==> config.mk <==
export PLATFORM = sky130hd
export DESIGN_NAME = epd_sense_update
export DESIGN_NICKNAME = d
export VERILOG_FILES = /design/src/inc/epd_cmd_pkg.sv /design/src/epd_sense_update.sv /design/src/spi3_link.sv
export SDC_FILE = /design/constraint.sdc
export NUM_CORES = 1
export LEC_CHECK = 0
export ABC_CLOCK_PERIOD_IN_PS = 9000
export BUFFER_PORTS_ARGS = -buffer_cell sky130_fd_sc_hd__buf_2
export CORE_MARGIN = 5
export CORE_UTILIZATION = 40
export DETAILED_ROUTE_END_ITERATION = 8
export HOLD_SLACK_MARGIN = 0.15
export REMOVE_ABC_BUFFERS = 1
export SETUP_SLACK_MARGIN = 0.4
export SYNTH_ARGS = -nofsm -noshare
export SYNTH_HDL_FRONTEND = slang
export SYNTH_HIERARCHICAL = 1
export SYNTH_SLANG_ARGS = --single-unit
==> constraint.sdc <==
create_clock -name core_clk_in -period 9 [get_ports core_clk_in]
set_input_delay 0.9 -clock core_clk_in [delete_from_list [all_inputs] [get_ports core_clk_in]]
set_output_delay 0.9 -clock core_clk_in [all_outputs]
set_load 0.1 [all_outputs]
==> src/inc/epd_cmd_pkg.sv <==
// shared constants for the e-paper sense and update command decoder
package epd_cmd_pkg;
    // ==========================================================
    // command bytes
    localparam logic [7:0] CMD_SUPPLY_DETECT = 8'h15;
    localparam logic [7:0] CMD_TEMP_SELECT = 8'h18;
    localparam logic [7:0] CMD_TEMP_WRITE = 8'h1A;
    localparam logic [7:0] CMD_TEMP_READ = 8'h1B;
    localparam logic [7:0] CMD_MASTER_ACT = 8'h20;
    localparam logic [7:0] CMD_RAM_OPTION = 8'h21;
    localparam logic [7:0] CMD_SEQ_OPTION = 8'h22;
    localparam logic [7:0] CMD_STATUS_READ = 8'h2F;
    // ==========================================================
    // power-on values and codes
    localparam logic [2:0] THRESH_DEFAULT = 3'h4;
    localparam logic [2:0] THRESH_LOWEST = 3'h3;
    localparam logic [7:0] TEMP_SEL_EXTERNAL = 8'h48;
    localparam logic [7:0] TEMP_SEL_INTERNAL = 8'h80;
    localparam logic [11:0] TEMP_DEFAULT = 12'h7FF;
    localparam logic [7:0] RAM_OPT_DEFAULT = 8'h00;
    localparam logic [7:0] SEQ_OPT_DEFAULT = 8'hFF;
    localparam logic [3:0] PLANE_NORMAL = 4'h0;
    localparam logic [3:0] PLANE_ZERO = 4'h4;
    localparam logic [3:0] PLANE_INVERT = 4'h8;
    localparam int SEQ_CLOCK_BIT = 7;
    localparam int SEQ_ANALOG_BIT = 6;
    localparam int STATUS_DETECT_BIT = 5;
    localparam int TEMP_NIBBLE = 4;
    // ==========================================================
    // register map, byte addresses
    localparam logic [4:0] REG_IRQ_STATUS = 5'h00;
    localparam logic [4:0] REG_IRQ_MASK = 5'h04;
    localparam logic [4:0] REG_SETTINGS = 5'h08;
    localparam logic [4:0] REG_TEMP = 5'h0C;
    localparam int IRQ_DETECT_DONE = 0;
    localparam int IRQ_UPDATE_DONE = 1;
    localparam int IRQ_TEMP_WRITTEN = 2;
    localparam int IRQ_WIDTH = 3;
    localparam int SET_THRESH_LSB = 0;
    localparam int SET_RAM_LSB = 8;
    localparam int SET_TSEL_LSB = 16;
    localparam int SET_SEQ_LSB = 24;
    localparam int TEMP_BUSY_BIT = 16;
    localparam int TEMP_LOW_BIT = 17;
    // ==========================================================
    // timing
    localparam int CLK_FREQ_MHZ = 50;
    localparam int DETECT_TIME_US = 100;
    localparam int UPDATE_TIME_US = 1000;
    localparam int DETECT_CYCLES = DETECT_TIME_US * CLK_FREQ_MHZ;
    localparam int UPDATE_CYCLES = UPDATE_TIME_US * CLK_FREQ_MHZ;
    // ==========================================================
    // sequencer states
    typedef enum logic [2:0] {
        SEQ_IDLE = 3'b001,
        SEQ_DETECT = 3'b010,
        SEQ_UPDATE = 3'b100
    } seq_state_type;
endpackage : epd_cmd_pkg

==> src/epd_sense_update.sv <==
// command decoder: supply detect, temperature, master activation, ram option
// Operation
// [RULE_01] 0x15 sets 3-bit threshold, default 100
// [RULE_02] threshold codes 011 to 111 only
// [RULE_03] host enables clock and analog stages first
// [RULE_04] detect parameter starts supply detection
// [RULE_05] busy high throughout supply detection
// [RULE_06] detect outcome readable by 0x2F
// [RULE_07] 0x18 selects sensor: 48h external, 80h internal
// [RULE_08] 0x1A writes 12-bit temperature, default 7FF
// [RULE_09] 0x1B reads temperature as two bytes
// [RULE_10] 0x20 launches selected update stages
// [RULE_11] busy high while update sequence runs
// [RULE_12] host waits out update sequence
// [RULE_13] 0x21 sets ram option, default 00h
// [RULE_14] upper nibble: red plane normal/zero/invert
// [RULE_15] lower nibble: black-white plane same codes
// [RULE_16] sequence option selects stages, default FFh
// [RULE_17] command dc low, parameters dc high
// [RULE_18] host sends nothing while busy
//
// The address map and register access over Avalon-MM were decided locally.
`timescale 1ns/1ps
module epd_sense_update #(
    parameter int DETECT_CYCLES = epd_cmd_pkg::DETECT_CYCLES,
    parameter int UPDATE_CYCLES = epd_cmd_pkg::UPDATE_CYCLES
) (
    input wire logic core_clk_in,
    input wire logic rst_in,
    input wire logic spi_cs_n_in,
    input wire logic spi_sclk_in,
    input wire logic spi_sdio_in,
    input wire logic spi_dc_in,
    input wire logic supply_ok_in,
    output logic spi_sdio_out,
    output logic spi_sdio_oe_out,
    output logic busy_out,
    output logic [2:0] supply_threshold_out,
    output logic detect_active_out,
    output logic update_active_out,
    output logic [7:0] update_stages_out,
    output logic temp_internal_out,
    output logic [11:0] temperature_out,
    output logic red_zero_out,
    output logic red_invert_out,
    output logic bw_zero_out,
    output logic bw_invert_out,
    input wire logic [4:0] avs_address_in,
    input wire logic avs_read_in,
    input wire logic avs_write_in,
    input wire logic [31:0] avs_writedata_in,
    input wire logic [3:0] avs_byteenable_in,
    output logic [31:0] avs_readdata_out,
    output logic avs_waitrequest_out,
    output logic irq_out
);
    generate
        if (DETECT_CYCLES < 1 || UPDATE_CYCLES < 1) begin : g_bad_param
            $error("sequence lengths must be at least one cycle");
        end
    endgenerate

    // ==========================================================
    // serial link
    logic [7:0] rx_byte;
    logic rx_dc;
    logic rx_valid;
    logic [7:0] tx_byte_reg;
    logic read_mode_reg;

    spi3_link u_link (
        .core_clk_in(core_clk_in),
        .rst_in(rst_in),
        .spi_cs_n_in(spi_cs_n_in),
        .spi_sclk_in(spi_sclk_in),
        .spi_sdio_in(spi_sdio_in),
        .spi_dc_in(spi_dc_in),
        .tx_byte_in(tx_byte_reg),
        .tx_en_in(read_mode_reg),
        .spi_sdio_out(spi_sdio_out),
        .spi_sdio_oe_out(spi_sdio_oe_out),
        .rx_byte_out(rx_byte),
        .rx_dc_out(rx_dc),
        .rx_valid_out(rx_valid)
    );

    // ==========================================================
    // decode
    logic [7:0] cmd_reg;
    logic [1:0] param_idx_reg;
    logic [7:0] temp_hi_reg;
    logic [2:0] thresh_reg;
    logic [7:0] temp_sel_reg;
    logic [11:0] temp_reg;
    logic [7:0] ram_opt_reg;
    logic [7:0] seq_opt_reg;
    logic detect_low_reg;
    logic cmd_byte;
    logic param_byte;
    logic detect_go;
    logic update_go;
    logic temp_written;
    epd_cmd_pkg::seq_state_type seq_state_reg;

    assign cmd_byte = rx_valid & ~rx_dc; // see [RULE_17]
    assign param_byte = rx_valid & rx_dc & ~read_mode_reg; // see [RULE_17]
    assign detect_go = param_byte && cmd_reg == epd_cmd_pkg::CMD_SUPPLY_DETECT
        && param_idx_reg == 2'h0 && rx_byte[2:0] >= epd_cmd_pkg::THRESH_LOWEST
        && seq_state_reg == epd_cmd_pkg::SEQ_IDLE; // see [RULE_04]
    assign update_go = cmd_byte && rx_byte == epd_cmd_pkg::CMD_MASTER_ACT
        && seq_state_reg == epd_cmd_pkg::SEQ_IDLE; // see [RULE_10]
    assign temp_written = param_byte && cmd_reg == epd_cmd_pkg::CMD_TEMP_WRITE
        && param_idx_reg == 2'h1;

    always_ff @(posedge core_clk_in or posedge rst_in) begin
        if (rst_in) begin
            cmd_reg <= 8'h00;
            param_idx_reg <= 2'h0;
        end else if (cmd_byte) begin
            cmd_reg <= rx_byte;
            param_idx_reg <= 2'h0;
        end else if (rx_valid && param_idx_reg != 2'h3) begin
            param_idx_reg <= param_idx_reg + 2'h1;
        end
    end

    // parameter stores; an unavailable threshold code is dropped
    always_ff @(posedge core_clk_in or posedge rst_in) begin
        if (rst_in) begin
            thresh_reg <= epd_cmd_pkg::THRESH_DEFAULT; // see [RULE_01]
            temp_sel_reg <= epd_cmd_pkg::TEMP_SEL_EXTERNAL; // see [RULE_07]
            temp_reg <= epd_cmd_pkg::TEMP_DEFAULT; // see [RULE_08]
            temp_hi_reg <= 8'h00;
            ram_opt_reg <= epd_cmd_pkg::RAM_OPT_DEFAULT; // see [RULE_13]
            seq_opt_reg <= epd_cmd_pkg::SEQ_OPT_DEFAULT; // see [RULE_16]
        end else if (param_byte && param_idx_reg == 2'h0) begin
            case (cmd_reg)
                epd_cmd_pkg::CMD_SUPPLY_DETECT: begin
                    if (rx_byte[2:0] >= epd_cmd_pkg::THRESH_LOWEST) begin
                        thresh_reg <= rx_byte[2:0]; // see [RULE_02]
                    end
                end
                epd_cmd_pkg::CMD_TEMP_SELECT: temp_sel_reg <= rx_byte; // see [RULE_07]
                epd_cmd_pkg::CMD_TEMP_WRITE: temp_hi_reg <= rx_byte; // see [RULE_08]
                epd_cmd_pkg::CMD_RAM_OPTION: ram_opt_reg <= rx_byte; // see [RULE_13]
                epd_cmd_pkg::CMD_SEQ_OPTION: seq_opt_reg <= rx_byte; // see [RULE_16]
                default: begin
                end
            endcase
        end else if (temp_written) begin
            temp_reg <= {temp_hi_reg, rx_byte[7:4]}; // see [RULE_08]
        end
    end

    // ==========================================================
    // read-back bytes; the next byte is ready well before its first bit
    always_ff @(posedge core_clk_in or posedge rst_in) begin
        if (rst_in) begin
            read_mode_reg <= 1'b0;
            tx_byte_reg <= 8'h00;
        end else if (cmd_byte && rx_byte == epd_cmd_pkg::CMD_TEMP_READ) begin
            read_mode_reg <= 1'b1;
            tx_byte_reg <= temp_reg[11:4]; // see [RULE_09]
        end else if (cmd_byte && rx_byte == epd_cmd_pkg::CMD_STATUS_READ) begin
            read_mode_reg <= 1'b1;
            tx_byte_reg <= 8'h00;
            tx_byte_reg[epd_cmd_pkg::STATUS_DETECT_BIT] <= detect_low_reg; // see [RULE_06]
        end else if (cmd_byte) begin
            read_mode_reg <= 1'b0;
        end else if (rx_valid && read_mode_reg) begin
            if (cmd_reg == epd_cmd_pkg::CMD_TEMP_READ && param_idx_reg == 2'h0) begin
                tx_byte_reg <= {temp_reg[3:0], 4'h0}; // see [RULE_09]
            end else begin
                read_mode_reg <= 1'b0;
            end
        end
    end

    // ==========================================================
    // busy sequencer
    logic supply_s1_reg;
    logic supply_s2_reg;
    logic [31:0] seq_cnt_reg;
    logic seq_last;

    always_ff @(posedge core_clk_in or posedge rst_in) begin
        if (rst_in) begin
            supply_s1_reg <= 1'b1;
            supply_s2_reg <= 1'b1;
        end else begin
            supply_s1_reg <= supply_ok_in;
            supply_s2_reg <= supply_s1_reg;
        end
    end

    assign seq_last = seq_cnt_reg == 32'h0000_0001;

    always_ff @(posedge core_clk_in or posedge rst_in) begin
        if (rst_in) begin
            seq_state_reg <= epd_cmd_pkg::SEQ_IDLE;
            seq_cnt_reg <= 32'h0000_0000;
            update_stages_out <= 8'h00;
            detect_low_reg <= 1'b0;
        end else begin
            case (seq_state_reg)
                epd_cmd_pkg::SEQ_IDLE: begin
                    if (detect_go) begin
                        seq_state_reg <= epd_cmd_pkg::SEQ_DETECT; // see [RULE_04]
                        seq_cnt_reg <= 32'(DETECT_CYCLES);
                    end else if (update_go) begin
                        seq_state_reg <= epd_cmd_pkg::SEQ_UPDATE; // see [RULE_10]
                        seq_cnt_reg <= 32'(UPDATE_CYCLES);
                        update_stages_out <= seq_opt_reg; // see [RULE_16]
                    end
                end
                epd_cmd_pkg::SEQ_DETECT: begin
                    seq_cnt_reg <= seq_cnt_reg - 32'h0000_0001;
                    if (seq_last) begin
                        seq_state_reg <= epd_cmd_pkg::SEQ_IDLE; // see [RULE_05]
                        detect_low_reg <= ~supply_s2_reg; // see [RULE_06]
                    end
                end
                epd_cmd_pkg::SEQ_UPDATE: begin
                    seq_cnt_reg <= seq_cnt_reg - 32'h0000_0001;
                    if (seq_last) begin
                        seq_state_reg <= epd_cmd_pkg::SEQ_IDLE; // see [RULE_11]
                        update_stages_out <= 8'h00;
                    end
                end
                default: seq_state_reg <= epd_cmd_pkg::SEQ_IDLE;
            endcase
        end
    end

    assign busy_out = seq_state_reg != epd_cmd_pkg::SEQ_IDLE; // see [RULE_05] see [RULE_11]
    assign detect_active_out = seq_state_reg == epd_cmd_pkg::SEQ_DETECT;
    assign update_active_out = seq_state_reg == epd_cmd_pkg::SEQ_UPDATE;
    assign supply_threshold_out = thresh_reg;
    assign temp_internal_out = temp_sel_reg == epd_cmd_pkg::TEMP_SEL_INTERNAL;
    assign temperature_out = temp_reg;
    // unlisted nibble codes fall back to normal use of the plane
    assign red_zero_out = ram_opt_reg[7:4] == epd_cmd_pkg::PLANE_ZERO; // see [RULE_14]
    assign red_invert_out = ram_opt_reg[7:4] == epd_cmd_pkg::PLANE_INVERT; // see [RULE_14]
    assign bw_zero_out = ram_opt_reg[3:0] == epd_cmd_pkg::PLANE_ZERO; // see [RULE_15]
    assign bw_invert_out = ram_opt_reg[3:0] == epd_cmd_pkg::PLANE_INVERT; // see [RULE_15]

    // ==========================================================
    // register slave and interrupts
    localparam int IRQ_W = epd_cmd_pkg::IRQ_WIDTH;
    logic ack_reg;
    logic bus_take;
    logic [IRQ_W-1:0] irq_status_reg;
    logic [IRQ_W-1:0] irq_mask_reg;
    logic [IRQ_W-1:0] irq_events;
    logic [31:0] rd_word;

    assign avs_waitrequest_out = (avs_read_in | avs_write_in) & ~ack_reg;
    assign bus_take = (avs_read_in | avs_write_in) & ack_reg;
    assign irq_events[epd_cmd_pkg::IRQ_DETECT_DONE] = detect_active_out & seq_last;
    assign irq_events[epd_cmd_pkg::IRQ_UPDATE_DONE] = update_active_out & seq_last;
    assign irq_events[epd_cmd_pkg::IRQ_TEMP_WRITTEN] = temp_written;
    assign irq_out = |(irq_status_reg & irq_mask_reg);

    always_comb begin
        rd_word = 32'h0000_0000;
        case (avs_address_in)
            epd_cmd_pkg::REG_IRQ_STATUS: rd_word[IRQ_W-1:0] = irq_status_reg;
            epd_cmd_pkg::REG_IRQ_MASK: rd_word[IRQ_W-1:0] = irq_mask_reg;
            epd_cmd_pkg::REG_SETTINGS: begin
                rd_word[epd_cmd_pkg::SET_THRESH_LSB +: 3] = thresh_reg;
                rd_word[epd_cmd_pkg::SET_RAM_LSB +: 8] = ram_opt_reg;
                rd_word[epd_cmd_pkg::SET_TSEL_LSB +: 8] = temp_sel_reg;
                rd_word[epd_cmd_pkg::SET_SEQ_LSB +: 8] = seq_opt_reg;
            end
            epd_cmd_pkg::REG_TEMP: begin
                rd_word[11:0] = temp_reg;
                rd_word[epd_cmd_pkg::TEMP_BUSY_BIT] = busy_out;
                rd_word[epd_cmd_pkg::TEMP_LOW_BIT] = detect_low_reg;
            end
            default: rd_word = 32'h0000_0000;
        endcase
    end

    always_ff @(posedge core_clk_in or posedge rst_in) begin
        if (rst_in) begin
            ack_reg <= 1'b0;
            avs_readdata_out <= 32'h0000_0000;
        end else begin
            ack_reg <= (avs_read_in | avs_write_in) & ~ack_reg;
            if (avs_read_in && !ack_reg) begin
                avs_readdata_out <= rd_word;
            end
        end
    end

    // a read clears only the bits it reported, so a late event is not lost
    always_ff @(posedge core_clk_in or posedge rst_in) begin
        if (rst_in) begin
            irq_status_reg <= '0;
        end else if (bus_take && avs_read_in && avs_address_in == epd_cmd_pkg::REG_IRQ_STATUS) begin
            irq_status_reg <= (irq_status_reg & ~avs_readdata_out[IRQ_W-1:0]) | irq_events;
        end else begin
            irq_status_reg <= irq_status_reg | irq_events;
        end
    end

    always_ff @(posedge core_clk_in or posedge rst_in) begin
        if (rst_in) begin
            irq_mask_reg <= '0;
        end else if (bus_take && avs_write_in && avs_byteenable_in[0]
                     && avs_address_in == epd_cmd_pkg::REG_IRQ_MASK) begin
            irq_mask_reg <= avs_writedata_in[IRQ_W-1:0];
        end
    end
endmodule : epd_sense_update

==> src/spi3_link.sv <==
// serial link byte engine: pin synchronisers, bit shifting, read drive
`timescale 1ns/1ps
module spi3_link (
    input wire logic core_clk_in,
    input wire logic rst_in,
    input wire logic spi_cs_n_in,
    input wire logic spi_sclk_in,
    input wire logic spi_sdio_in,
    input wire logic spi_dc_in,
    input wire logic [7:0] tx_byte_in,
    input wire logic tx_en_in,
    output logic spi_sdio_out,
    output logic spi_sdio_oe_out,
    output logic [7:0] rx_byte_out,
    output logic rx_dc_out,
    output logic rx_valid_out
);
    // ==========================================================
    // synchronisers
    logic [3:0] sync1_reg;
    logic [3:0] sync2_reg;
    logic sclk_prev_reg;
    logic [2:0] bit_cnt_reg;
    logic [7:0] rx_sh_reg;
    logic [7:0] tx_sh_reg;
    logic sclk_rise;
    logic sclk_fall;
    logic cs_active;

    always_ff @(posedge core_clk_in or posedge rst_in) begin
        if (rst_in) begin
            sync1_reg <= 4'h1;
            sync2_reg <= 4'h1;
            sclk_prev_reg <= 1'b0;
        end else begin
            sync1_reg <= {spi_dc_in, spi_sdio_in, spi_sclk_in, spi_cs_n_in};
            sync2_reg <= sync1_reg;
            sclk_prev_reg <= sync2_reg[1];
        end
    end

    assign cs_active = ~sync2_reg[0];
    assign sclk_rise = cs_active & sync2_reg[1] & ~sclk_prev_reg;
    assign sclk_fall = cs_active & ~sync2_reg[1] & sclk_prev_reg;

    // ==========================================================
    // shifting, msb first, sampled on the rising clock edge
    always_ff @(posedge core_clk_in or posedge rst_in) begin
        if (rst_in) begin
            bit_cnt_reg <= 3'h0;
            rx_sh_reg <= 8'h00;
            tx_sh_reg <= 8'h00;
            rx_byte_out <= 8'h00;
            rx_dc_out <= 1'b0;
            rx_valid_out <= 1'b0;
        end else begin
            rx_valid_out <= 1'b0;
            if (!cs_active) begin
                bit_cnt_reg <= 3'h0;
            end else if (sclk_rise) begin
                rx_sh_reg <= {rx_sh_reg[6:0], sync2_reg[2]};
                bit_cnt_reg <= bit_cnt_reg + 3'h1;
                if (bit_cnt_reg == 3'h0) begin
                    tx_sh_reg <= {tx_byte_in[6:0], 1'b0};
                end else begin
                    tx_sh_reg <= {tx_sh_reg[6:0], 1'b0};
                end
                if (bit_cnt_reg == 3'h7) begin
                    rx_byte_out <= {rx_sh_reg[6:0], sync2_reg[2]};
                    rx_dc_out <= sync2_reg[3];
                    rx_valid_out <= 1'b1;
                end
            end
        end
    end

    // ==========================================================
    // read drive: first bit set up before the first rising edge
    always_ff @(posedge core_clk_in or posedge rst_in) begin
        if (rst_in) begin
            spi_sdio_out <= 1'b0;
            spi_sdio_oe_out <= 1'b0;
        end else begin
            spi_sdio_oe_out <= cs_active & tx_en_in;
            if (bit_cnt_reg == 3'h0 && !sync2_reg[1]) begin
                spi_sdio_out <= tx_byte_in[7];
            end else if (sclk_fall) begin
                spi_sdio_out <= tx_sh_reg[7];
            end
        end
    end
endmodule : spi3_link

* After elaboration in Yosys (flattened, before gate mapping)
Cells that the tools add are included.
** Operators by class
- $add $sub $neg :: 3
- $lt $le $gt $ge :: 1
- Equal/unequal tests :: 32
- Mux-type cells :: 38
- Bitwise logic cells :: 26
- Reduce and logical (&&, ||, !) cells :: 50
** Operators with widths (number)
- 8-bit 2-to-1 mux :: 9
- 32-bit 2-to-1 mux :: 2
- 32-bit case mux with 2 select lines :: 1
- 8-bit by 5-bit == test with 1-bit output (second input constant) :: 5
- 32-bit by 1-bit == test with 1-bit output (second input constant) :: 1
- 8-bit by 6-bit == test with 1-bit output (second input constant) :: 4
- 32-bit by 1-bit subtractor with 32-bit output (second input constant) :: 1
- 1-bit logical AND :: 21
- 2-bit AND reduction :: 10
- 3-bit 2-to-1 mux :: 6
- 8-bit case mux with 2 select lines :: 1
- 14-bit 2-to-1 mux :: 1
- 1-bit bitwise AND :: 12
- 3-bit case mux with 4 select lines :: 1
- 5-bit by 4-bit == test with 1-bit output (second input constant) :: 2
- 1-bit 2-to-1 mux :: 10
- 2-bit nonzero test :: 5
- 3-bit AND reduction :: 3
- 4-bit by 3-bit == test with 1-bit output (second input constant) :: 2
- 4-bit == test (second input constant) :: 2
- 8-bit == test (second input constant) :: 1
- 1-bit inverter :: 8
- 4-bit case mux with 2 select lines :: 1
- 3-bit bitwise AND :: 2
- other kinds (30) :: 39
** Word-level totals
- Register bits :: 190
- Input bits :: 50
- Word-level logic and storage cells :: 181

* Longest topological paths before layout
Gate-level depths: netlist of run 1.
- Word-level depth :: 8
- Depth in mapped cells :: 9
- Mapped depth without buffers :: 7

* Modules after synthesis
Netlist of run 1, hierarchy kept.
** By module, submodules not included
- epd_sense_update :: times used 1, cells an instance 636, area an instance 6942.9 um2, sequential area each 3809.9 um2
- spi3_link :: times used 1, cells an instance 100, area an instance 1497.7 um2, sequential area each 953.4 um2

* Least setup slack after synthesis of run 1
No wires, ideal clock.
- Path kind :: reg2out
- Start :: register ram_opt_reg[4]
- End :: output red_invert_out
- Arrival time :: 3546 ps
- Required time :: 8100 ps
- Slack :: 4554 ps
- Cell stages (with the launch flop) :: 2
- Path buffers :: 0
- Cells stage by stage :: dfrtp_1 -> nor4b_1
** Between the ends
- Cells in the longest elaborated chain, start to end :: 1
** RTL lines
- start, declared :: RTL line epd_sense_update.sv:95 : logic [7:0] ram_opt_reg;
- start signal, assigned :: RTL line epd_sense_update.sv:134 : ram_opt_reg <= epd_cmd_pkg::RAM_OPT_DEFAULT;
- start signal, assigned :: RTL line epd_sense_update.sv:145 : epd_cmd_pkg::CMD_RAM_OPTION: ram_opt_reg <= rx_byte;
- 4-bit == test :: RTL line epd_sense_update.sv:243 : assign red_invert_out = ram_opt_reg[7:4] == epd_cmd_pkg::PLANE_INVERT;
- end, declared :: RTL line epd_sense_update.sv:45 : output logic red_invert_out,
Every way passes these cells.

* Final worst setup path of run 1
- Start :: register param_idx_reg[0]
- End :: register seq_cnt_reg[22]
** Between the ends
- Cells in the longest elaborated chain, start to end :: 6
** RTL lines
- start, declared :: RTL line epd_sense_update.sv:90 : logic [1:0] param_idx_reg;
- start signal, assigned :: RTL line epd_sense_update.sv:123 : param_idx_reg <= param_idx_reg + 2'h1;
- 2-bit logical NOT (*) :: RTL line epd_sense_update.sv:108 : && param_idx_reg == 2'h0 && rx_byte[2:0] >= epd_cmd_pkg::THRESH_LOWEST
- 1-bit logical AND (*) (2 in series) :: RTL line epd_sense_update.sv:108
- 1-bit logical AND (*) :: RTL line epd_sense_update.sv:109 : && seq_state_reg == epd_cmd_pkg::SEQ_IDLE;
- 32-bit 2-to-1 mux or 3-bit inequality test (tied branches)
- 32-bit case mux with 2 select lines or 2-bit AND reduction (tied branches)
- end signal, assigned :: RTL line epd_sense_update.sv:209 : seq_cnt_reg <= 32'(DETECT_CYCLES);
- end signal, assigned :: RTL line epd_sense_update.sv:212 : seq_cnt_reg <= 32'(UPDATE_CYCLES);
- end signal, assigned :: RTL line epd_sense_update.sv:217 : seq_cnt_reg <= seq_cnt_reg - 32'h0000_0001;
- end, declared :: RTL line epd_sense_update.sv:183 : logic [31:0] seq_cnt_reg;
Every way passes the cells marked *; elsewhere a longest branch is shown, timed or not.
A chain may end at the register's enable or synchronous reset.

==> flow_summary.ini, run 1 <==
[logic_synthesis]
synth_edf_count = 0
yosysMostFrequentCell = dfrtp_1
synthTopCellsByCount = dfrtp_1 (162), nand2_1 (78), mux2_2 (70), nor2_1 (53), nand3_1 (40)
synth.top_cell.area_share_pct = 48.0
synth-seq-cells = 189
synth_cell_types = 63
synth_area_leader_cell = dfrtp_1
syn_inst = 736
synth_ff_type = dfrtp_1
synthTopCellsByArea = dfrtp_1 (48%), mux2_2 (9.3%), dfstp_2 (8.4%)
synth_seq_area_share_pct = 56.4
syn_avg_cell_area_um2 = 11.5
yosys_warnings = 6
netlist_area_um2 = 8440
async_flop_share_pct = 100

[drt]
num_vias = 5946
via_per_inst = 5.38
wirelength_mm = 20.0
wire_per_inst_um = 18.1
ant_nets = 0
dr.pass1.iters = 7
initialDrtViolationCount = 387
drcViolationCount = 0

[critical_path]
cp_data_required_time_ps = 9360
setup.worst_path.class = flop to flop
critPathLaunchType = flop
timing.rr.end = seq_cnt_reg[22]$_DFFE_PP0P_
crit_path_max_fanout = 23
worst_ep_arrival_time_ps = 3370
crit_path_end_kind = flop
rrSetupSlack_ps = 5980
rr_startpoint = param_idx_reg[0]$_DFFE_PP0P_
rr_worst_depth = 7

[place]
post-dp-hpwl_mm = 13.7
portBuffers = 84
dp.cells = 1073
gp_congestion = 0.781

[clock_network]
cts_setup_buffers = 0
cts.hold.buffers_added = 0
clkSinkCount = 189
clock_path_buffers = 2
root_buffer = clkbuf_16
insertion_delay_ps = 440
htree_levels = 4
numCtsBuffers = 17
postCtsResizedCells = 0
cts_tree = yes
clk_pin_slew_ps = 70

[sta]
worstMarginPinSlew_ps = 1160
rsz0062_at_grt = false
maxSlewViolCount = 0
final-setup-viol-count = 0
maxSlewHeadroom_pct = 21.7
min_period_over_period_pct = 33.5
setup_tns_ps = 0
finalClockSkew_ps = 16.5
fmax_ghz = 0.331
min_period_ps = 3020
hold_viol = 0

[pwr]
p_clk_share_pct = 43.7
power_frac_seq_pct = 50.7
p_sw_share_pct = 27.0
ir_worst_vdd_uv = 108
pwr-share-comb_pct = 5.6
cellPowerDensity_nw_per_um2 = 181
p_switching_mw = 0.475
leakage_nw = 4.78
p_int_mw = 1.29

[hold_path]
worst_hold_path_type = flop to flop
whs_path_depth = 0
min_from = u_link/sync1_reg[1]$_DFF_PP0_
hold-path-endpoint = u_link/sync2_reg[1]$_DFF_PP0_

[layout]
nFillCells = 1949
diodes = 0
multi_input_area_um2 = 3500
area_growth_pct = 15.6
final_nets = 875
final-seq-area_um2 = 4760
drive_gt1_share_pct = 30.2
fin_cells = 1105

[grt]
grt_use_total_pct = 16.9
grt_pass1_vias = 6011
grt_pass1_wl_mm = 32.6
grt_overflow = 0
grt_max_degree = 94
grt_antenna_before_repair = 0

[floorplan]
start_util_pct = 40.4
placementRows = 53
die_x_um = 155
io_pins = 117
core_area_um2 = 20900
dieArea_um2 = 24100
fp.dieH_um = 155

[flow_run]
drv_cap = 0

[run_status]
outcome = complete, no violations
[stage by stage]
stage	setup WS [ps]	hold slack [ps]	util, %	instance area [um^2]	total power, mW
after floorplan	4080	331	-	8310	0.981
after global placement	6040	333	43.8	9150	1.01
after detailed placement	5990	337	43.8	9150	1.01
after CTS	5960	354	46.7	9760	1.78
after global routing	5770	354	46.7	9760	1.83
final	5980	351	46.7	9760	1.76
[critical path, stage by stage, from the launching register on]
cell and delay [ps]:
dfrtp_1 420, inv_1 120, ha_1 260, or4b_1 470
nor4_2 620, nor3_2 320, or4_1 570, a21oi_1 160
[cell usage in the layout (no fill, tap or decap), types with 4 or more instances in the layout]
cell type / Yosys / routed
mux2_4: 9 / 9
nor4_1: 13 / 13
dfstp_2: 27 / 27
a31oi_1: 5 / 5
nor3b_1: 4 / 4
nor4b_1: 10 / 10
o31ai_1: 8 / 8
nand2_1: 78 / 78
nand2b_1: 5 / 5
nor2_1: 53 / 53
a22oi_1: 10 / 10
nand4_1: 9 / 9
or3_1: 6 / 6
a22o_1: 14 / 14
nand3_1: 40 / 40
inv_8: 0 / 5
or2_2: 4 / 4
inv_1: 18 / 17
or4_1: 13 / 13
buf_2: 2 / 84
a21oi_1: 27 / 27
dfrtp_1: 162 / 162
inv_6: 0 / 5
clkbuf_16: 0 / 17
xor2_1: 8 / 8
o21ai_0: 20 / 20
and2_1: 4 / 4
nor3_1: 11 / 10
xnor2_1: 5 / 5
ha_1: 8 / 8
nor2b_1: 8 / 7
buf_4: 1 / 7
mux2_2: 70 / 70
mux2i_1: 14 / 14
[power by group through the flow]
stage                     sequential (mW)  clock (mW)  combinational [mW]
after floorplan                     0.925           0              0.0557
after global placement              0.909           0               0.100
after detailed placement            0.910           0               0.102
after CTS                           0.894       0.786               0.102
after global routing                0.897       0.825               0.109
final                               0.893       0.769              0.0991
[how the worst max path moves through the flow]
stage                                            start                     endpoint  depth (start not counted)
after floorplan                                 rst_in            ack_reg$_DFF_PP0_                          1
after global placement    param_idx_reg[0]$_DFFE_PP0P_  seq_cnt_reg[26]$_DFFE_PP0P_                          7
after detailed placement  param_idx_reg[0]$_DFFE_PP0P_  seq_cnt_reg[22]$_DFFE_PP0P_                          7
after CTS                 param_idx_reg[0]$_DFFE_PP0P_  seq_cnt_reg[22]$_DFFE_PP0P_                          7
after global routing      param_idx_reg[0]$_DFFE_PP0P_  seq_cnt_reg[28]$_DFFE_PP0P_                          7
final                     param_idx_reg[0]$_DFFE_PP0P_  seq_cnt_reg[22]$_DFFE_PP0P_                          7
[cells by family after synthesis]
| kind of cell | count (synthesis) | share of synthesized area, % |
|---|---|---|
| XOR/XNOR | 13 | 1.35 |
| flip-flops | 189 | 56.4 |
| AND/OR/NAND/NOR | 285 | 18.2 |
| buffers and inverters | 47 | 2.30 |
| multiplexers | 93 | 12.6 |
| AO/OA/AOI/OAI | 101 | 7.92 |
| adder cells (fa/ha/maj) | 8 | 1.19 |
[metal layers]
layer | vias up | track usage, % | share of wire (%)
met5 | - | 0 | 0
met4 | 0 | 3.25 | 0.75
met3 | 10 | 3.92 | 3.9
met2 | 109 | 27.2 | 47
met1 | 2998 | 23.8 | 48
li1 | 2829 | - | -
[area by class of cell]
type	count	area share, %
multi-input cells	500	35.9
inverters	18	0.744
well taps	275	3.53
clock inverters	15	1.85
clock buffers	17	4.36
repair buffers	91	4.85
flip-flops and latches	189	48.8
Note: power is estimated with default switching activity, not from simulation.
==> inputs of run 2 (changes only) <==
--- a/config.mk
+++ b/config.mk
@@ -5,7 +5,7 @@
 export SDC_FILE = /design/constraint.sdc
 export NUM_CORES = 1
 export LEC_CHECK = 0
-export ABC_CLOCK_PERIOD_IN_PS = 9000
+export ABC_CLOCK_PERIOD_IN_PS = 2700
 export BUFFER_PORTS_ARGS = -buffer_cell sky130_fd_sc_hd__buf_2
 export CORE_MARGIN = 5
 export CORE_UTILIZATION = 40
==> constraint.sdc (replaced) <==
create_clock -name core_clk_in -period 2.7 [get_ports core_clk_in]
set_input_delay 0.27 -clock core_clk_in [delete_from_list [all_inputs] [get_ports core_clk_in]]
set_output_delay 0.27 -clock core_clk_in [all_outputs]
set_load 0.1 [all_outputs]
==> run 2 against run 1 <==
  * Count of clock-buffer cells in the layout stayed put
  * Sequential cell count stayed put
  * Die area stayed put
  * Clock power grew to 3.5 times the previous value
  * Register-to-register slack worse by 5800 ps
  * Core utilization is 4.1 points higher
  * Highest routed layer unchanged
  * Largest cell class unchanged
  * Critical path type unchanged
==> flow_summary.ini, run 2 (same netlist as run 1, synthesis figures left out) <==
[grt]
grt_pass1_vias = 6291
grt_pass1_wl_mm = 34.4
grt_max_degree = 67
grt_overflow = 0
grt_use_total_pct = 17.9
grt_antenna_before_repair = 0

[place]
dp.cells = 1113
portBuffers = 84
gp_congestion = 0.815
placed_area_um2 = 9480
post-dp-hpwl_mm = 14.7

[floorplan]
core_area_um2 = 20900
dieArea_um2 = 24100
io_pins = 117
start_util_pct = 40.4
fp.dieH_um = 155
placementRows = 53
die_x_um = 155

[hold_path]
hold-path-endpoint = irq_mask_reg[0]$_DFFE_PP0P_
whs_path_depth = 3
min_from = avs_byteenable_in[0]
worst_hold_path_type = input port to flop

[clock_network]
clk_pin_slew_ps = 80
insertion_delay_ps = 440
htree_levels = 4
cts_tree = yes
clkSinkCount = 189
numCtsBuffers = 17
clock_path_buffers = 2
root_buffer = clkbuf_16

[layout]
final_nets = 948
area_growth_pct = 25.9
drive_gt1_share_pct = 38.1
nFillCells = 1865
multi_input_area_um2 = 3700
fin_cells = 1178
post-route-cell-area_um2 = 10600
final_common_cell = dfrtp_1
layout_common_cells = dfrtp_1 (160), buf_2 (83), nand2_1 (77)
diodes = 0
final-seq-area_um2 = 4770

[critical_path]
timing.rr.end = seq_state_reg[1]$_DFFE_PP0P_
cp_data_required_time_ps = 3020
crit_path_end_kind = flop
cp_slowest_cell = or4_4
critPathBufInv = 2
cp.depth = 7
cp_top_family = simple AND/OR/NAND/NOR gates
rrSetupSlack_ps = 230
rr_worst_depth = 7
path_cells = or4_4 > or4_4 > buf_4 > nor3_2 > buf_4 > nor2_1 > a21o_1
worst_ep_arrival_time_ps = 2790
critPathLaunchType = flop
critPathMaxStageDelay_ps = 550
setup.worst_path.class = flop to flop
crit_path_max_fanout = 6
rr_startpoint = seq_cnt_reg[4]$_DFFE_PP0P_

[pwr]
leakage_nw = 5.25
ir_worst_vdd_uv = 357
fin_total_pwr_mw = 6.00
cellPowerDensity_nw_per_um2 = 565

[sta]
maxSlewHeadroom_pct = 46.4
finalClockSkew_ps = 15.0
fmax_ghz = 0.405
min_period_over_period_pct = 91.5
rsz0062_at_grt = true
setup_tns_ps = 0
hold_viol = 0
worstMarginPinSlew_ps = 796
min_period_ps = 2470
maxSlewViolCount = 0
final-setup-viol-count = 0

[drt]
drcViolationCount = 0
num_vias = 6316
dr.pass1.iters = 5
wirelength_mm = 21.3
ant_nets = 0
initialDrtViolationCount = 412
via_per_inst = 5.36
wire_per_inst_um = 18.1

[flow_run]
drv_cap = 0

[run_status]
outcome = complete, no violations
run 2: per-stage QoR:
stage,util [%],worst slack (ps),hold slack (ps)
2_1_floorplan,-,-1590,274
3_3_place_gp,45.4,168,332
3_5_place_dp,45.4,145,336
4_1_cts,49.5,252,305
5_1_grt,50.9,186,331
6_report,50.9,229,308
run 2: report_power, final:
| part | leakage (nW) | switching (mW) | internal (mW) | total (mW) |
|---|---|---|---|---|
| sequential | 2.49 | 0.0616 | 2.92 | 2.98 |
| clock | 0.312 | 1.30 | 1.37 | 2.67 |
| combinational | 2.45 | 0.240 | 0.117 | 0.357 |
| total | 5.25 | 1.60 | 4.41 | 6.00 |
run 2: routing by layer:
metal  GRT usage (%)  vias to the layer above  share of wire [%]
met5               0                        -                  0
met2            27.9                      125                 48
met3            3.62                       15                4.2
met1            26.1                     3196                 47
li1                -                     2980                  -
met4            3.75                        0               0.79
run 2: worst reg2reg max path: cells and delay by family (launching register included):
kind            cells  cell delay [ps]
buf+inv             2              360
flops               1              390
compound gates      1              180
simple gates        4             1440
run 2: final cells by class:
type / instances / share of cell area, %
Sequential cell: 189 / 44.9
Multi-Input combinational cell: 501 / 34.8
Timing Repair Buffer: 163 / 10.4
Clock buffer: 17 / 4.00
Tap cell: 275 / 3.24
Clock inverter: 15 / 2.03
Inverter: 18 / 0.683
run 2: repair_timing:
action / CTS / global route
hold buffers: 11 / 0
buffers inserted: 6 / 13
gates resized for setup: 13 / 29
setup endpoints to repair: 38 / 53
pin swaps: 5 / 15
endpoints found under the hold margin: 76 / 0
gates cloned: 1 / 2
run 2: worst max path at each step:
stage | from | endpoint
finish | seq_cnt_reg[4]$_DFFE_PP0P_ | seq_state_reg[1]$_DFFE_PP0P_
global route | seq_cnt_reg[8]$_DFFE_PP0P_ | seq_cnt_reg[31]$_DFFE_PP0P_
CTS | seq_cnt_reg[5]$_DFFE_PP0P_ | seq_cnt_reg[31]$_DFFE_PP0P_
detailed placement | seq_cnt_reg[9]$_DFFE_PP0P_ | seq_cnt_reg[31]$_DFFE_PP0P_
global placement | seq_cnt_reg[9]$_DFFE_PP0P_ | seq_cnt_reg[31]$_DFFE_PP0P_
floorplan | rst_in | ack_reg$_DFF_PP0_
==> inputs of run 3 (changes only) <==
--- a/config.mk
+++ b/config.mk
@@ -5,6 +5,7 @@
 export SDC_FILE = /design/constraint.sdc
 export NUM_CORES = 1
 export LEC_CHECK = 0
+export ABC_AREA = 1
 export ABC_CLOCK_PERIOD_IN_PS = 2700
 export BUFFER_PORTS_ARGS = -buffer_cell sky130_fd_sc_hd__buf_2
 export CORE_MARGIN = 5
==> run 3 against run 2 <==
  * Cell count grew 30%
  * First-iteration DRC count grew 31%
  * Synthesized cell count up 54%
  * Via count up 20%
  * Sequential share of layout area grew 0.45 points
  * Clock power is 3% lower
  * Largest cell class unchanged
==> flow_summary.ini, run 3 <==
[run_status]
outcome = complete, no violations

[grt]
grt_overflow = 0
grt_use_total_pct = 18.3
grt_pass1_vias = 7396
grt_max_degree = 66
grt_antenna_before_repair = 0
grt_pass1_wl_mm = 38.1

[logic_synthesis]
netlist_area_um2 = 9060
synthTopCellsByCount = nand2_1 (357), dfrtp_1 (162), inv_1 (126), o21ai_0 (113), nor2_1 (109)
async_flop_share_pct = 100
synth_seq_area_share_pct = 52.6
synthTopCellsByArea = dfrtp_1 (45%), nand2_1 (15%), dfstp_2 (7.8%)
synth_ff_type = dfrtp_1
yosys_warnings = 6
synth_area_leader_cell = dfrtp_1
synth_edf_count = 0
syn_inst = 1137
syn_avg_cell_area_um2 = 7.97
yosysMostFrequentCell = nand2_1
synth.top_cell.area_share_pct = 44.7
synth_cell_types = 41
synth-seq-cells = 189

[sta]
maxSlewHeadroom_pct = 58.3
min_period_ps = 2150
min_period_over_period_pct = 79.5
final-setup-viol-count = 0
hold_viol = 0
setup_tns_ps = 0
rsz0062_at_grt = false
worstMarginPinSlew_ps = 625
finalClockSkew_ps = 13.7
maxSlewViolCount = 0
holdWs_ps = 252
fmax_ghz = 0.466

[critical_path]
rr_worst_depth = 8
setup.worst_path.class = flop to output port
crit_path_end_kind = output port
crit_start = ram_opt_reg[1]$_DFFE_PP0P_
rrSetupSlack_ps = 770
rr_startpoint = u_link/rx_dc_out$_DFFE_PP0P_
crit_path_max_fanout = 3
worst_ep_arrival_time_ps = 1880
timing.rr.end = seq_cnt_reg[30]$_DFFE_PP0P_
cp_data_required_time_ps = 2430
timing.critical_path.to = bw_invert_out
critPathLaunchType = flop

[drt]
drcViolationCount = 0
wirelength_mm = 23.2
via_per_inst = 4.94
wire_per_inst_um = 15.1
num_vias = 7585
dr.pass1.iters = 6
ant_nets = 0
initialDrtViolationCount = 541

[layout]
area_growth_pct = 16.0
drive_gt1_share_pct = 15.9
diodes = 0
layout_common_cells = nand2_1 (357), dfrtp_1 (162), inv_1 (125)
final_common_cell = nand2_1
multi_input_area_um2 = 3650
final-seq-area_um2 = 4760
nFillCells = 2216
final_nets = 1295

[place]
gp_congestion = 0.877
post-dp-hpwl_mm = 16.8
portBuffers = 84

[pwr]
leakage_nw = 5.34
cellPowerDensity_nw_per_um2 = 568
ir_worst_vdd_uv = 433

[floorplan]
io_pins = 117
fp.dieH_um = 161
die_x_um = 161
start_util_pct = 40.3
core_area_um2 = 22500
dieArea_um2 = 25800
placementRows = 55

[clock_network]
numCtsBuffers = 17
clkSinkCount = 189
cts_setup_buffers = 0
insertion_delay_ps = 440
clock_path_buffers = 2
clk_pin_slew_ps = 80
root_buffer = clkbuf_16
htree_levels = 4
cts_tree = yes

[hold_path]
worst_hold_path_type = input port to flop

[flow_run]
drv_cap = 0
run 3: cell count changes after synthesis, sizes merged, moves of 15 or more:
cell   previous run  this run
nand3            40       101
mux2             79         0
nor2             53       121
nand2            78       364
o21ai            20       128
a21oi            27        12
or4              16         0
inv              18       133
run 3: how the worst min path moves through the flow:
stage | cells past startpoint | slack (ps) | to | start
after detailed placement | 0 | 340 | u_link/sync2_reg[1]$_DFF_PP0_ | u_link/sync1_reg[1]$_DFF_PP0_
after global routing | 3 | 260 | irq_mask_reg[1]$_DFFE_PP0P_ | avs_byteenable_in[0]
after floorplan | 0 | 270 | supply_s1_reg$_DFF_PP1_ | supply_ok_in
final | 3 | 250 | irq_mask_reg[0]$_DFFE_PP0P_ | avs_byteenable_in[0]
after global placement | 0 | 330 | u_link/sync2_reg[3]$_DFF_PP0_ | u_link/sync1_reg[3]$_DFF_PP0_
after CTS | 3 | 230 | irq_mask_reg[1]$_DFFE_PP0P_ | avs_byteenable_in[0]
run 3: cell type report:
class | instances | share of cell area (%)
clock buffer | 18 | 4.18
clock inverter | 14 | 1.62
inverter | 136 | 4.93
multi-input combinational | 788 | 34.7
sequential | 189 | 45.3
tap | 285 | 3.39
timing repair buffer | 105 | 5.88
run 3: cell families (layout without fill, tap and decap cells):
kind of cell | after synthesis | after routing | synth area share (%)
buffers and inverters | 160 | 273 | 7.21
adders and majority gates | 8 | 8 | 1.10
DFF | 189 | 189 | 52.6
AOI/OAI and AO/OA | 156 | 156 | 9.14
and+or+nand+nor | 621 | 621 | 29.7
xor gates and xnor gates | 3 | 3 | 0.290
run 3: timing repair:
action / 4_1_cts / 5_1_grt
hold buffers: 11 / 0
gates resized for setup: 0 / 0
hold endpoints to repair: 98 / 0
run 3: per-stage QoR:
stage | total power, mW | setup WS (ps) | cell area [um^2] | cells | util, %
global route | 6.19 | 492 | 10500 | 1535 | 46.7
floorplan | 3.30 | -1590 | 8920 | 1113 | -
CTS | 6.03 | 525 | 10500 | 1535 | 46.7
finish | 5.97 | 552 | 10500 | 1535 | 46.7
global placement | 3.41 | 795 | 9790 | 1492 | 43.5
detailed placement | 3.42 | 762 | 9790 | 1492 | 43.5
run 3: critical path, cell delays in order, from the launching register on:
cell	delay [ps]
dfrtp_1	410
or2_2	300
nor3_1	240
buf_2	490
run 3: routing by layer:
layer  global-route usage, %  vias up  routed length, um
met1                    23.8     3618              10700
met4                    5.12        0                347
li1                        -     3815                  -
met3                    3.62       25                873
met5                       0        -                  0
met2                    31.1      127              11300
run 3: where the power goes:
| part | total (mW) | switching, mW | leakage (nW) | internal [mW] |
|---|---|---|---|---|
| Combinational | 0.424 | 0.334 | 2.57 | 0.0899 |
| Sequential | 2.95 | 0.0412 | 2.48 | 2.90 |
| Clock | 2.60 | 1.25 | 0.293 | 1.36 |
